==> config.mk <==
export PLATFORM = sky130hd
export DESIGN_NAME = dcr_core
export DESIGN_NICKNAME = d
export VERILOG_FILES = /design/src/hw/dcr_pkg.sv /design/src/hw/dcr_core.sv /design/src/hw/dcr_pin_mux.sv /design/src/hw/dcr_ram.sv
export SDC_FILE = /design/constraint.sdc
export NUM_CORES = 1
export LEC_CHECK = 0
export BUFFER_PORTS_ARGS = -buffer_cell sky130_fd_sc_hd__buf_2
export CELL_PAD_IN_SITES_DETAIL_PLACEMENT = 1
export CELL_PAD_IN_SITES_GLOBAL_PLACEMENT = 1
export CORE_MARGIN = 2
export CORE_UTILIZATION = 40
export CTS_CLUSTER_DIAMETER = 80
export DETAILED_ROUTE_END_ITERATION = 10
export HOLD_SLACK_MARGIN = 0.08
export PLACE_DENSITY = 0.66
export SYNTH_ARGS = -nofsm -noshare
export SYNTH_HDL_FRONTEND = slang
export SYNTH_HIERARCHICAL = 1
export SYNTH_SLANG_ARGS = --single-unit
==> constraint.sdc <==
create_clock -name clk -period 2.5 [get_ports clk]
set_input_delay 0.125 -clock clk [delete_from_list [all_inputs] [get_ports clk]]
set_output_delay 0.125 -clock clk [all_outputs]
set_load 0.01 [all_outputs]
==> src/hw/dcr_pkg.sv <==
package dcr_pkg;
    // ------------------------------------------------------------
    // Widths
    // ------------------------------------------------------------
    localparam int AC_W = 7;
    localparam int DATA_W = 8;
    localparam int ADDR_W = 5;
    localparam int REG_W = 16;
    localparam int RAM_DEPTH = 128;

    // ------------------------------------------------------------
    // Register offsets
    // ------------------------------------------------------------
    localparam logic [ADDR_W-1:0] REG_CTRL = 5'h00;
    localparam logic [ADDR_W-1:0] REG_ADDR = 5'h04;
    localparam logic [ADDR_W-1:0] REG_SHIFT = 5'h08;
    localparam logic [ADDR_W-1:0] REG_DATA = 5'h0C;
    localparam logic [ADDR_W-1:0] REG_STATUS = 5'h10;

    // ------------------------------------------------------------
    // Control field positions and reset values
    // ------------------------------------------------------------
    localparam int CTRL_INC = 0;
    localparam int CTRL_SHW = 1;
    localparam int CTRL_DON = 2;
    localparam int CTRL_CUR = 3;
    localparam int CTRL_BLK = 4;
    localparam int CTRL_BW = 5;
    localparam int CTRL_LN = 6;
    localparam int CTRL_LUM = 8;
    localparam int STAT_DONE = 3;
    localparam int ADDR_BUSY = 7;
    localparam logic RST_INC = 1'b1;
    localparam logic RST_SHW = 1'b0;
    localparam logic RST_DON = 1'b0;
    localparam logic RST_CUR = 1'b0;
    localparam logic RST_BLK = 1'b0;
    localparam logic RST_BW = 1'b1;
    localparam logic RST_LN = 1'b1;
    localparam logic [1:0] RST_LUM = 2'h0;
    localparam logic [DATA_W-1:0] SPACE_CODE = 8'h20;
    localparam logic [AC_W-1:0] AC_HOME = 7'h00;
    localparam logic [AC_W-1:0] AC_LAST = 7'h7F;

    // ------------------------------------------------------------
    // Modes, straps, states and timing
    // ------------------------------------------------------------
    typedef enum logic [2:0] {
        MODE_M68 = 3'b001,
        MODE_I80 = 3'b010,
        MODE_SER = 3'b100
    } dcr_mode_t;
    localparam logic [1:0] STRAP_I80 = 2'h1;
    localparam logic [1:0] STRAP_SER = 2'h2;
    typedef enum logic [1:0] {
        ST_FILL = 2'b01,
        ST_RUN = 2'b10
    } dcr_state_t;
    localparam logic [15:0] LUM_STEP_CYC = 16'h0014;
endpackage : dcr_pkg

==> src/hw/dcr_core.sv <==
`timescale 1ns/1ps
`default_nettype none
module dcr_core (
    input wire logic clk,
    input wire logic nrst,
    input wire logic [dcr_pkg::ADDR_W-1:0] reg_addr,
    input wire logic [dcr_pkg::REG_W-1:0] reg_wdata,
    input wire logic reg_wr,
    input wire logic reg_rd,
    output logic [dcr_pkg::REG_W-1:0] reg_rdata,
    input wire logic [1:0] mode_strap,
    input wire logic pin4,
    input wire logic pin5,
    input wire logic pin6,
    output logic register_select,
    output logic read_not_write,
    output logic enable_strobe,
    output logic write_strobe_n,
    output logic read_strobe_n,
    output logic serial_frame_strobe,
    output logic serial_clock,
    output var dcr_pkg::dcr_mode_t host_mode,
    output logic display_on,
    output logic cursor_on,
    output logic blink_on,
    output logic bus_width_select,
    output logic two_lines,
    output logic [1:0] luminance_level,
    output logic lum_on,
    output logic [dcr_pkg::AC_W-1:0] address_counter,
    output logic [dcr_pkg::AC_W-1:0] shift_offset,
    output logic init_done
);
    import dcr_pkg::*;

    // ------------------------------------------------------------
    // Reset release and pin synchronisers
    // ------------------------------------------------------------
    logic rst_s1_q;
    logic rst_n;
    logic [4:0] pin_s1_q;
    logic [4:0] pin_s2_q;
    logic strap_caught_q;
    dcr_mode_t mode_q;

    // Reset is asserted at once and released two edges later.
    always_ff @(posedge clk or negedge nrst) begin
        if (!nrst) begin
            rst_s1_q <= 1'b0;
            rst_n <= 1'b0;
        end else begin
            rst_s1_q <= 1'b1;
            rst_n <= rst_s1_q;
        end
    end

    // Straps and host pins come from outside and pass two flops. They carry
    // no reset, so the strap has reached the second flop before release.
    always_ff @(posedge clk) begin
        pin_s1_q <= {mode_strap, pin6, pin5, pin4};
        pin_s2_q <= pin_s1_q;
    end

    // The strap is caught once, at the first edge after release, from the
    // settled synchronised copy. Until then the shipped mode holds.
    always_ff @(posedge clk or negedge rst_n) begin
        if (!rst_n) begin
            strap_caught_q <= 1'b0;
            mode_q <= MODE_M68;
        end else if (!strap_caught_q) begin
            strap_caught_q <= 1'b1;
            case (pin_s2_q[4:3])
                STRAP_I80: mode_q <= MODE_I80;
                STRAP_SER: mode_q <= MODE_SER;
                default: mode_q <= MODE_M68;
            endcase
        end
    end

    assign host_mode = mode_q;

    dcr_pin_mux u_mux (
        .mode(mode_q),
        .pin4(pin_s2_q[0]),
        .pin5(pin_s2_q[1]),
        .pin6(pin_s2_q[2]),
        .register_select(register_select),
        .read_not_write(read_not_write),
        .enable_strobe(enable_strobe),
        .write_strobe_n(write_strobe_n),
        .read_strobe_n(read_strobe_n),
        .serial_frame_strobe(serial_frame_strobe),
        .serial_clock(serial_clock)
    );

    // ------------------------------------------------------------
    // Power-up fill sequencer
    // ------------------------------------------------------------
    dcr_state_t state_q;
    logic [AC_W-1:0] fill_q;
    logic filling;

    assign filling = (state_q == ST_FILL);
    assign init_done = (state_q == ST_RUN);

    // One cell per cycle; the walk takes one edge per RAM location.
    always_ff @(posedge clk or negedge rst_n) begin
        if (!rst_n) begin
            state_q <= ST_FILL;
            fill_q <= AC_HOME;
        end else begin
            case (state_q)
                ST_FILL: begin
                    fill_q <= fill_q + 7'h01;
                    if (fill_q == AC_LAST) begin
                        state_q <= ST_RUN;
                    end
                end
                ST_RUN: begin
                    state_q <= ST_RUN;
                end
                default: begin
                    state_q <= ST_FILL;
                end
            endcase
        end
    end

    // ------------------------------------------------------------
    // Register decode
    // ------------------------------------------------------------
    logic wr_ctrl;
    logic wr_addr;
    logic wr_shift;
    logic wr_data;
    logic rd_data;

    // Accesses that move the counter are held off during the fill, so the
    // fill cannot race a host write; control bits stay writable.
    assign wr_ctrl = reg_wr && reg_addr == REG_CTRL;
    assign wr_addr = reg_wr && reg_addr == REG_ADDR && init_done;
    assign wr_shift = reg_wr && reg_addr == REG_SHIFT && init_done;
    assign wr_data = reg_wr && reg_addr == REG_DATA && init_done;
    assign rd_data = reg_rd && reg_addr == REG_DATA && init_done;

    // ------------------------------------------------------------
    // Mode bits
    // ------------------------------------------------------------
    logic inc_q;
    logic shw_q;

    // Entry, display and function bits start at their power-up values.
    always_ff @(posedge clk or negedge rst_n) begin
        if (!rst_n) begin
            inc_q <= RST_INC;
            shw_q <= RST_SHW;
            display_on <= RST_DON;
            cursor_on <= RST_CUR;
            blink_on <= RST_BLK;
            bus_width_select <= RST_BW;
            two_lines <= RST_LN;
            luminance_level <= RST_LUM;
        end else if (wr_ctrl) begin
            inc_q <= reg_wdata[CTRL_INC];
            shw_q <= reg_wdata[CTRL_SHW];
            display_on <= reg_wdata[CTRL_DON];
            cursor_on <= reg_wdata[CTRL_CUR];
            blink_on <= reg_wdata[CTRL_BLK];
            bus_width_select <= reg_wdata[CTRL_BW];
            two_lines <= reg_wdata[CTRL_LN];
            luminance_level <= reg_wdata[CTRL_LUM +: 2];
        end
    end

    // ------------------------------------------------------------
    // Address counter and display shift
    // ------------------------------------------------------------
    logic [AC_W-1:0] step;

    assign step = inc_q ? 7'h01 : 7'h7F;

    // Data accesses step the counter; a write to the shift register homes it.
    always_ff @(posedge clk or negedge rst_n) begin
        if (!rst_n) begin
            address_counter <= AC_HOME;
        end else if (wr_addr) begin
            address_counter <= reg_wdata[AC_W-1:0];
        end else if (wr_shift) begin
            address_counter <= AC_HOME;
        end else if (wr_data || rd_data) begin
            address_counter <= address_counter + step;
        end
    end

    // Only writes shift the picture, and only with shift-on-write set.
    always_ff @(posedge clk or negedge rst_n) begin
        if (!rst_n) begin
            shift_offset <= AC_HOME;
        end else if (wr_shift) begin
            shift_offset <= AC_HOME;
        end else if (wr_data && shw_q) begin
            shift_offset <= shift_offset + step;
        end
    end

    // ------------------------------------------------------------
    // Display memory
    // ------------------------------------------------------------
    logic ram_we;
    logic [AC_W-1:0] ram_waddr;
    logic [DATA_W-1:0] ram_wdata;
    logic [DATA_W-1:0] ram_rdata;

    assign ram_we = filling || wr_data;
    assign ram_waddr = filling ? fill_q : address_counter;
    assign ram_wdata = filling ? SPACE_CODE : reg_wdata[DATA_W-1:0];

    dcr_ram u_ram (
        .clk(clk),
        .we(ram_we),
        .waddr(ram_waddr),
        .wdata(ram_wdata),
        .raddr(address_counter),
        .rdata(ram_rdata)
    );

    // ------------------------------------------------------------
    // Luminance duty
    // ------------------------------------------------------------
    logic [15:0] div_q;
    logic step_en;
    logic [1:0] phase_q;

    assign step_en = (div_q == LUM_STEP_CYC - 16'h0001);

    // Divider giving one enable pulse per duty step.
    always_ff @(posedge clk or negedge rst_n) begin
        if (!rst_n) begin
            div_q <= 16'h0000;
        end else begin
            div_q <= step_en ? 16'h0000 : div_q + 16'h0001;
        end
    end

    // Four-step frame; the level code blanks that many trailing steps.
    always_ff @(posedge clk or negedge rst_n) begin
        if (!rst_n) begin
            phase_q <= 2'h0;
            lum_on <= 1'b0;
        end else begin
            if (step_en) begin
                phase_q <= phase_q + 2'h1;
            end
            lum_on <= display_on && (phase_q <= ~luminance_level);
        end
    end

    // ------------------------------------------------------------
    // Read data
    // ------------------------------------------------------------
    logic rd_data_q;
    logic [REG_W-1:0] rdata_q;

    // Read data stand only in the cycle after the strobe; unmapped
    // addresses read zero. Data reads come straight from the memory flop.
    always_ff @(posedge clk or negedge rst_n) begin
        if (!rst_n) begin
            rd_data_q <= 1'b0;
            rdata_q <= 16'h0000;
        end else begin
            rd_data_q <= reg_rd && reg_addr == REG_DATA;
            rdata_q <= 16'h0000;
            if (reg_rd) begin
                case (reg_addr)
                    REG_CTRL: rdata_q <= {6'h00, luminance_level, 1'b0,
                        two_lines, bus_width_select, blink_on, cursor_on,
                        display_on, shw_q, inc_q};
                    REG_ADDR: rdata_q <= {8'h00, 1'b0, address_counter};
                    REG_SHIFT: rdata_q <= {9'h000, shift_offset};
                    REG_STATUS: rdata_q <= {12'h000, init_done, mode_q};
                    default: rdata_q <= 16'h0000;
                endcase
            end
        end
    end

    assign reg_rdata = rd_data_q ? {8'h00, ram_rdata} : rdata_q;

    // ------------------------------------------------------------
    // Checks
    // ------------------------------------------------------------
    a_fill_space: assert property (@(posedge clk) disable iff (!rst_n)
        filling |-> ram_we && ram_wdata == SPACE_CODE && ram_waddr == fill_q)
        else $error("Fill writes something other than a space.");

    a_fill_end: assert property (@(posedge clk) disable iff (!rst_n)
        filling && fill_q == AC_LAST |=> init_done ##1 init_done)
        else $error("Fill does not end after the last cell.");

    a_ac_home: assert property (@(posedge clk) disable iff (!rst_n)
        !init_done |-> address_counter == AC_HOME)
        else $error("Address counter not home during fill.");

    a_shift_clear: assert property (@(posedge clk) disable iff (!rst_n)
        $rose(init_done) |-> shift_offset == AC_HOME)
        else $error("Shift offset not clear after fill.");

    a_entry_dflt: assert property (@(posedge clk) disable iff (!rst_n)
        $rose(init_done) && !$past(wr_ctrl, 1) |-> inc_q && !shw_q)
        else $error("Entry bits wrong after reset.");

    a_disp_dflt: assert property (@(posedge clk) disable iff (!rst_n)
        $rose(init_done) && !$past(wr_ctrl, 1) |->
        !display_on && !cursor_on && !blink_on && !lum_on)
        else $error("Display bits wrong after reset.");

    a_func_dflt: assert property (@(posedge clk) disable iff (!rst_n)
        $rose(init_done) && !$past(wr_ctrl, 1) |->
        bus_width_select && two_lines && luminance_level == 2'h0)
        else $error("Function bits wrong after reset.");

    a_mode_dflt: assert property (@(posedge clk) disable iff (!rst_n)
        strap_caught_q && $past(pin_s2_q[4:3], 1) == 2'h0 && !$past(strap_caught_q, 1)
        |-> mode_q == MODE_M68)
        else $error("Default strap did not select the strobed mode.");

    a_ac_read: assert property (@(posedge clk) disable iff (!rst_n)
        reg_rd && reg_addr == REG_ADDR |=>
        reg_rdata == {9'h000, $past(address_counter, 1)})
        else $error("Counter read shows wrong value or busy set.");

    a_lum_quarter: assert property (@(posedge clk) disable iff (!rst_n)
        luminance_level == 2'h3 && $past(luminance_level, 1) == 2'h3 &&
        $past(phase_q, 1) != 2'h0 |-> !lum_on)
        else $error("Quarter brightness lit outside its step.");

    a_serial_pins: assert property (@(posedge clk) disable iff (!rst_n)
        mode_q == MODE_SER |-> serial_clock == pin_s2_q[2] &&
        serial_frame_strobe == pin_s2_q[0] && !enable_strobe)
        else $error("Serial roles not on shared pins.");
endmodule : dcr_core
`default_nettype wire

==> src/hw/dcr_pin_mux.sv <==
`timescale 1ns/1ps
`default_nettype none
module dcr_pin_mux (
    input wire dcr_pkg::dcr_mode_t mode,
    input wire logic pin4,
    input wire logic pin5,
    input wire logic pin6,
    output logic register_select,
    output logic read_not_write,
    output logic enable_strobe,
    output logic write_strobe_n,
    output logic read_strobe_n,
    output logic serial_frame_strobe,
    output logic serial_clock
);
    import dcr_pkg::*;

    // Pin 4 is register select or the serial strobe; pin 6 is the enable,
    // the read strobe or the serial clock. Unused roles sit idle.
    always_comb begin
        register_select = 1'b0;
        read_not_write = 1'b1;
        enable_strobe = 1'b0;
        write_strobe_n = 1'b1;
        read_strobe_n = 1'b1;
        serial_frame_strobe = 1'b1;
        serial_clock = 1'b1;
        case (mode)
            MODE_M68: begin
                register_select = pin4;
                read_not_write = pin5;
                enable_strobe = pin6;
            end
            MODE_I80: begin
                register_select = pin4;
                write_strobe_n = pin5;
                read_strobe_n = pin6;
            end
            MODE_SER: begin
                serial_frame_strobe = pin4;
                serial_clock = pin6;
            end
            default: begin
                register_select = pin4;
            end
        endcase
    end
endmodule : dcr_pin_mux
`default_nettype wire

==> src/hw/dcr_ram.sv <==
`timescale 1ns/1ps
`default_nettype none
module dcr_ram (
    input wire logic clk,
    input wire logic we,
    input wire logic [dcr_pkg::AC_W-1:0] waddr,
    input wire logic [dcr_pkg::DATA_W-1:0] wdata,
    input wire logic [dcr_pkg::AC_W-1:0] raddr,
    output logic [dcr_pkg::DATA_W-1:0] rdata
);
    import dcr_pkg::*;

    logic [DATA_W-1:0] mem [RAM_DEPTH];

    // Storage has no reset; the fill sequencer writes every cell instead.
    always_ff @(posedge clk) begin
        if (we) begin
            mem[waddr] <= wdata;
        end
    end

    // Read data always come out of a register, one cycle after the address.
    always_ff @(posedge clk) begin
        rdata <= mem[raddr];
    end
endmodule : dcr_ram
`default_nettype wire

== Yosys cells after proc, flatten, opt, wreduce, memory -nomap -nowiden ==
Memories as Yosys holds them, arrays and structs flattened. A register that Yosys moved wholly into a read port is not among the register bits.
Cells that the tools add are included.

* Flip-flop bits (word level): 84
* Latch bits: 0
* Bits in writable memories: 1,024
* Bits in read-only memories: 0
* Bits of input ports: 30
* Output and inout bits: 49
* Logic and storage cells: 85
* Memories kept: 1

* $add $sub $neg: 5
* Multipliers: 0
* Div/mod/pow operators: 0
* Order comparisons: 1
* Equal/unequal tests: 14
* Shifts and indexed selects: 0
* Muxes and demuxes: 24
* Bitwise operators: 1
* Reduce and logical (&&, ||, !) cells: 16

{| class="wikitable"
|+ Memories
! name !! depth !! bits a word !! read ports !! clocked after memory_dff !! wr ports !! RTL line !! text
|-
| u_ram.mem || 128 || 8 || 1 || 1 || 1 || dcr_ram.sv:13 || <nowiki>logic [DATA_W-1:0] mem [RAM_DEPTH];</nowiki>
|}

{| class="wikitable"
|+ Operators with widths
! kind !! count
|-
| $mux 7 || 7
|-
| $mux 16 || 3
|-
| $pmux 10 s4 || 1
|-
| $add 16x1->16 const B || 1
|-
| $eq 16x5->1 const B || 1
|-
| $add 7x7->7 || 2
|-
| $logic_and 1x1->1 || 11
|-
| $eq 5x4->1 const B || 2
|-
| $mux 1 || 9
|-
| $mux 8 || 1
|-
| $add 7x1->7 const B || 1
|-
| $eq 7x7->1 const B || 1
|-
| $pmux 3 s2 || 1
|-
| $eq 5x3->1 const B || 1
|-
| $eq 5x5->1 const B || 1
|-
| $logic_not 5->1 || 1
|-
| $eq 2x1->1 const B || 2
|-
| $eq 2x2->1 const B || 2
|-
| $pmux 2 s2 || 1
|-
| $eq 3x1->1 const B || 1
|-
| $eq 3x2->1 const B || 1
|-
| $eq 3x3->1 const B || 1
|-
| $reduce_bool 3->1 || 1
|-
| $add 2x1->2 const B || 1
|-
| 6 further kinds || 7
|}

== Logic depth before layout (Yosys ltp) ==
* Depth in word-level cells: 7
* Depth in mapped cells: 11
* Mapped depth without buffers: 8

== Modules after synthesis ==
Netlist, hierarchy kept.

{| class="wikitable"
|+ By module, submodules not included
! module !! instances !! cells each !! area an instance (um^2) !! seq. area each (um^2)
|-
| dcr_ram || 1 || 1,635 || 39,665.5 || 30,909.6
|-
| dcr_core || 1 || 394 || 4,157.7 || 1,883.1
|-
| dcr_pin_mux || 1 || 9 || 65.1 || 0.0
|}

== Least setup slack after synthesis ==
No wires, ideal clock.

* Path type: register -> register
* From: register state_q[1]
* To: memory u_ram.mem[0][0] (data pin)
* Library setup time: 825 ps
* Data arrival time: 4,080 ps
* Data required time: 1,675 ps
* Setup slack: -2,405 ps
* Stages on the path, launching flop included: 6
* Path buffers: 2
* Clock period less this slack: 4,905 ps
* Path through: dfrtp_1 -> inv_1 -> ha_1 -> clkbuf_1 -> clkbuf_1 -> nor2b_1

* Cells in the longest elaborated chain, start to end: 2

{| class="wikitable"
|+ Ends and longest elaborated chain
! what !! RTL line !! text
|-
| start, declared || dcr_core.sv:99 || <nowiki>dcr_state_t state_q;</nowiki>
|-
| start signal, assigned || dcr_core.sv:109 || <nowiki>state_q <= ST_FILL;</nowiki>
|-
| start signal, assigned || dcr_core.sv:116 || <nowiki>state_q <= ST_RUN;</nowiki>
|-
| start signal, assigned || dcr_core.sv:120 || <nowiki>state_q <= ST_RUN;</nowiki>
|-
| $eq 2x1->1 || dcr_core.sv:103 || <nowiki>assign filling = (state_q == ST_FILL);</nowiki>
|-
| $mux 8 || dcr_core.sv:216 || <nowiki>assign ram_wdata = filling ? SPACE_CODE : reg_wdata[DATA_W-1:0];</nowiki>
|-
| via ram_wdata[0] || dcr_core.sv:211 || <nowiki>logic [DATA_W-1:0] ram_wdata;</nowiki>
|-
| end, declared || dcr_ram.sv:13 ||
|}

The timed path passes the listed nets, and every way through them passes these cells.

==> impl_results.md <==
* Global route overflow at 0
* Final Max Tran Viols at 0
* Vias in the first global route at around 25k
* Final setup viols at a little over 800
* Largest net degree at the start of global routing at about 130
* Unique cell type count in the Yosys netlist at 72
* Die Y at about 340 um
* Worst-Margin Slew at slightly above 1 ns
* Layout cells sized above 1 at 0.448
* Tcrit/Tclk final at 1.23
* Wirelength per Cell at about 30 um
* WHS at between 0.2 and 0.25 ns
* First-pass GRT wire length at around 180,000 um
* Clk slew on worst S/H paths at 0.06 ns
* Fmax at 324 MHz
* Async S/R FF share, synth at 0.0604
* Cell Area, Synth at roughly 44,000 um^2
* Clock buffer depth at 3
* DP Worst Slack at -0.906 ns
* Core Rows at about 120
* Min-Delay Path Class: input pin to flop
* Filler cells at roughly 9.5k
* MaxCap Viol Count at 0
* Relative slew slack at 0.324
* Nets at 2,578
* Die W at between 300 and 400 um
* Core area at ~110,000 um^2
* Htree depth at 3
* Sequential area share after synthesis at 0.747
* IO buf count at 66
* Power Density at 663 nW/um^2
* Die ar. at 112,000 um^2
* TritonCTS clock tree: yes
* Crit path kind: flop to flop
* Status: finished, violations left
* Post-route ant nets at 0
* Routed vias at about 23k
* DRC viols at 0
* Leakage at roughly 17 nW
* Synth top area share at 0.701
* P&R area growth vs syn at 27.3%
* Vias per inst at between 5 and 6
* Post-synth EDFFs at just over 1k
* Synth Area per Inst at 21.5 um^2
* Synth Warn # at 6
* Flops & latches, synth at between 1k and 1.5k
* CP Data Arrival Time at about 3.7 ns
* CTS Sinks at roughly 1.1k
* Post-synth top flop: edfxtp_1
* Router iterations before antenna repair at 5
* Failing checks: negative setup slack
* Initial antenna violation count at 8
* VDD IR max at between 0.5 and 0.6 mV
* CTS root buffer: clkbuf_16
* RSZ-0062 raised after global routing: true
* Initial Utilization at 0.403
* Element type at the critical path end: flop
* Final worst slack at -0.583 ns
* Num CTS Buffers at approximately 110
* IO Pins at 79
* Post-Syn Instances at roughly 2k
* Routability cong. at slightly above 0.8
* DRT Wirelength at 123,000 um
* Detailed Route Iter0 Violations at about 2.5k
* Crit start category: flop
* Global router's overall resource usage at 0.220
* Worst Path Required at 3.09 ns
* Final Hold Viols at 0
* Top cells by area, synth: edfxtp_1 70%, mux4_2 17%, dfrtp_1 3.5%, nor2_1 1.3%, mux2_2 0.87%
* Minimum clock period at 3.08 ns
* Worst Clk Skew at around 0.029 ns
* DP HPWL at between 70,000 and 80,000 um
* Post-route design area at around 56,000 um^2
* Placed cell area at slightly below 50,000 um^2
* Crit Path Max Fanout at 8
* Yosys top cell by area: edfxtp_1
* Setup_tns at -54.47 ns
* Clock latency on the worst-skew pair at about 0.72 ns
worst paths after layout:
kind                                                 from                         end  slack, ns  cells after the start
setup / recovery           address_counter[0]$_DFFE_PN0P_      u_ram/rdata[6]$_DFF_P_      -0.58                      7
max in group asynchronous                 rst_n$_DFF_PN0_       two_lines$_DFFE_PN1P_       1.35                      1
hold / removal                               reg_wdata[7]  u_ram/mem[20][7]$_DFFE_PP_       0.23                      3
setup reg to reg           address_counter[0]$_DFFE_PN0P_      u_ram/rdata[6]$_DFF_P_      -0.58                      7
hold reg to reg                       pin_s1_q[4]$_DFF_P_         pin_s2_q[4]$_DFF_P_       0.33                      0
min in group asynchronous                            nrst             rst_n$_DFF_PN0_       0.27                      3
metrics by stage:
stage / instances / util / power (mW)
floorplan: 2044 / - / 20.7
global placement: 3707 / 0.444 / 20.8
detailed placement: 3707 / 0.444 / 20.9
CTS: 4026 / 0.511 / 37.3
global route: 4035 / 0.513 / 38.0
finish: 4036 / 0.513 / 37.1
kinds of logic after synthesis:
logic type	synth area share
AO/OA/AOI/OAI	0.0108
XOR/XNOR	0.00459
adder cells (fa/ha/maj)	0.00604
buffers and inverters	0.0130
flip-flops	0.747
multiplexers	0.183
other	0.000171
AND/OR/NAND/NOR	0.0349
registers in the layout (all words and copies together) (netlist names), 3 cells and up:
register         cells
address_counter      7
div_q               16
fill_q               7
host_mode            3
pin_s1_q             5
pin_s2_q             5
rdata_q              9
shift_offset         7
u_ram/mem         1024
u_ram/rdata          8
cells in the mapped netlist (all sizes together) (9+ instances only):
cell / n
edfxtp: 1024
nand3: 23
nor3: 15
clkbuf: 49
o21ai: 22
xnor2: 17
nor2: 154
a21oi: 18
and3: 10
ha: 18
nand2: 39
dfrtp: 62
nor2b: 23
inv: 17
mux4: 336
nand2b: 9
dfxtp: 18
buf: 57
mux2: 35
report_power, final:
group | leakage (nW) | switching [mW] | internal, mW | total, mW
Combinational | 5.85 | 0.245 | 0.237 | 0.482
Clock | 1.73 | 7.19 | 9.30 | 16.5
Sequential | 9.53 | 0.0691 | 20.0 | 20.1
Total | 17.1 | 7.50 | 29.6 | 37.1
placed cells by master, fill, tap and decap left out, types with 16 or more instances in the layout:
| cell | count |
|---|---|
| mux2_2 | 22 |
| clkinv_1 | 24 |
| buf_2 | 66 |
| nand2_1 | 26 |
| nor2_4 | 110 |
| nor2_1 | 36 |
| dfrtp_1 | 57 |
| buf_4 | 95 |
| a21oi_1 | 16 |
| dfxtp_1 | 18 |
| buf_12 | 76 |
| buf_6 | 104 |
| clkbuf_1 | 20 |
| buf_8 | 76 |
| clkbuf_16 | 114 |
| ha_1 | 17 |
| edfxtp_1 | 1024 |
| clkinv_2 | 21 |
| o21ai_0 | 19 |
| mux4_2 | 336 |
| xnor2_1 | 17 |
| dlygate4sd3_1 | 43 |
timing repair:
| item | 4_1_cts | 5_1_grt |
|---|---|---|
| hold buffers | 43 | 0 |
| cloned | 15 | 2 |
| pin swaps | 97 | 18 |
| hold endpoints to repair | 40 | 0 |
| gates resized for setup | 585 | 72 |
| endpoints found under the setup margin | 1115 | 1035 |
| buffers inserted | 58 | 15 |
worst max-delay path, cell delays in order (launching register included):
cell and delay, ns:
dfrtp_4 0.51, buf_6 0.15, buf_12 0.17, buf_12 0.15, mux4_2 0.55, mux4_2 0.53
mux4_2 0.59, mux2_4 0.31
area by class of cell:
type	count	area, um^2	share of cell area
well taps	1414	1770	0.0317
repair buffers	475	5730	0.103
inverters	17	67.6	0.00121
flip-flops and latches	1109	32800	0.587
diodes	1	2.50	0.0000448
multi-input cells	813	11900	0.214
clock buffers	136	2940	0.0527
clock inverters	71	627	0.0112
routing by layer:
metal,GRT usage,up-vias,wire length (um)
met5,0,-,27
met3,0.0423,171,9480
met2,0.364,999,61500
met4,0.0613,4,3100
li1,-,9434,-
met1,0.300,12600,49300
(Power assumes the default switching activity.)
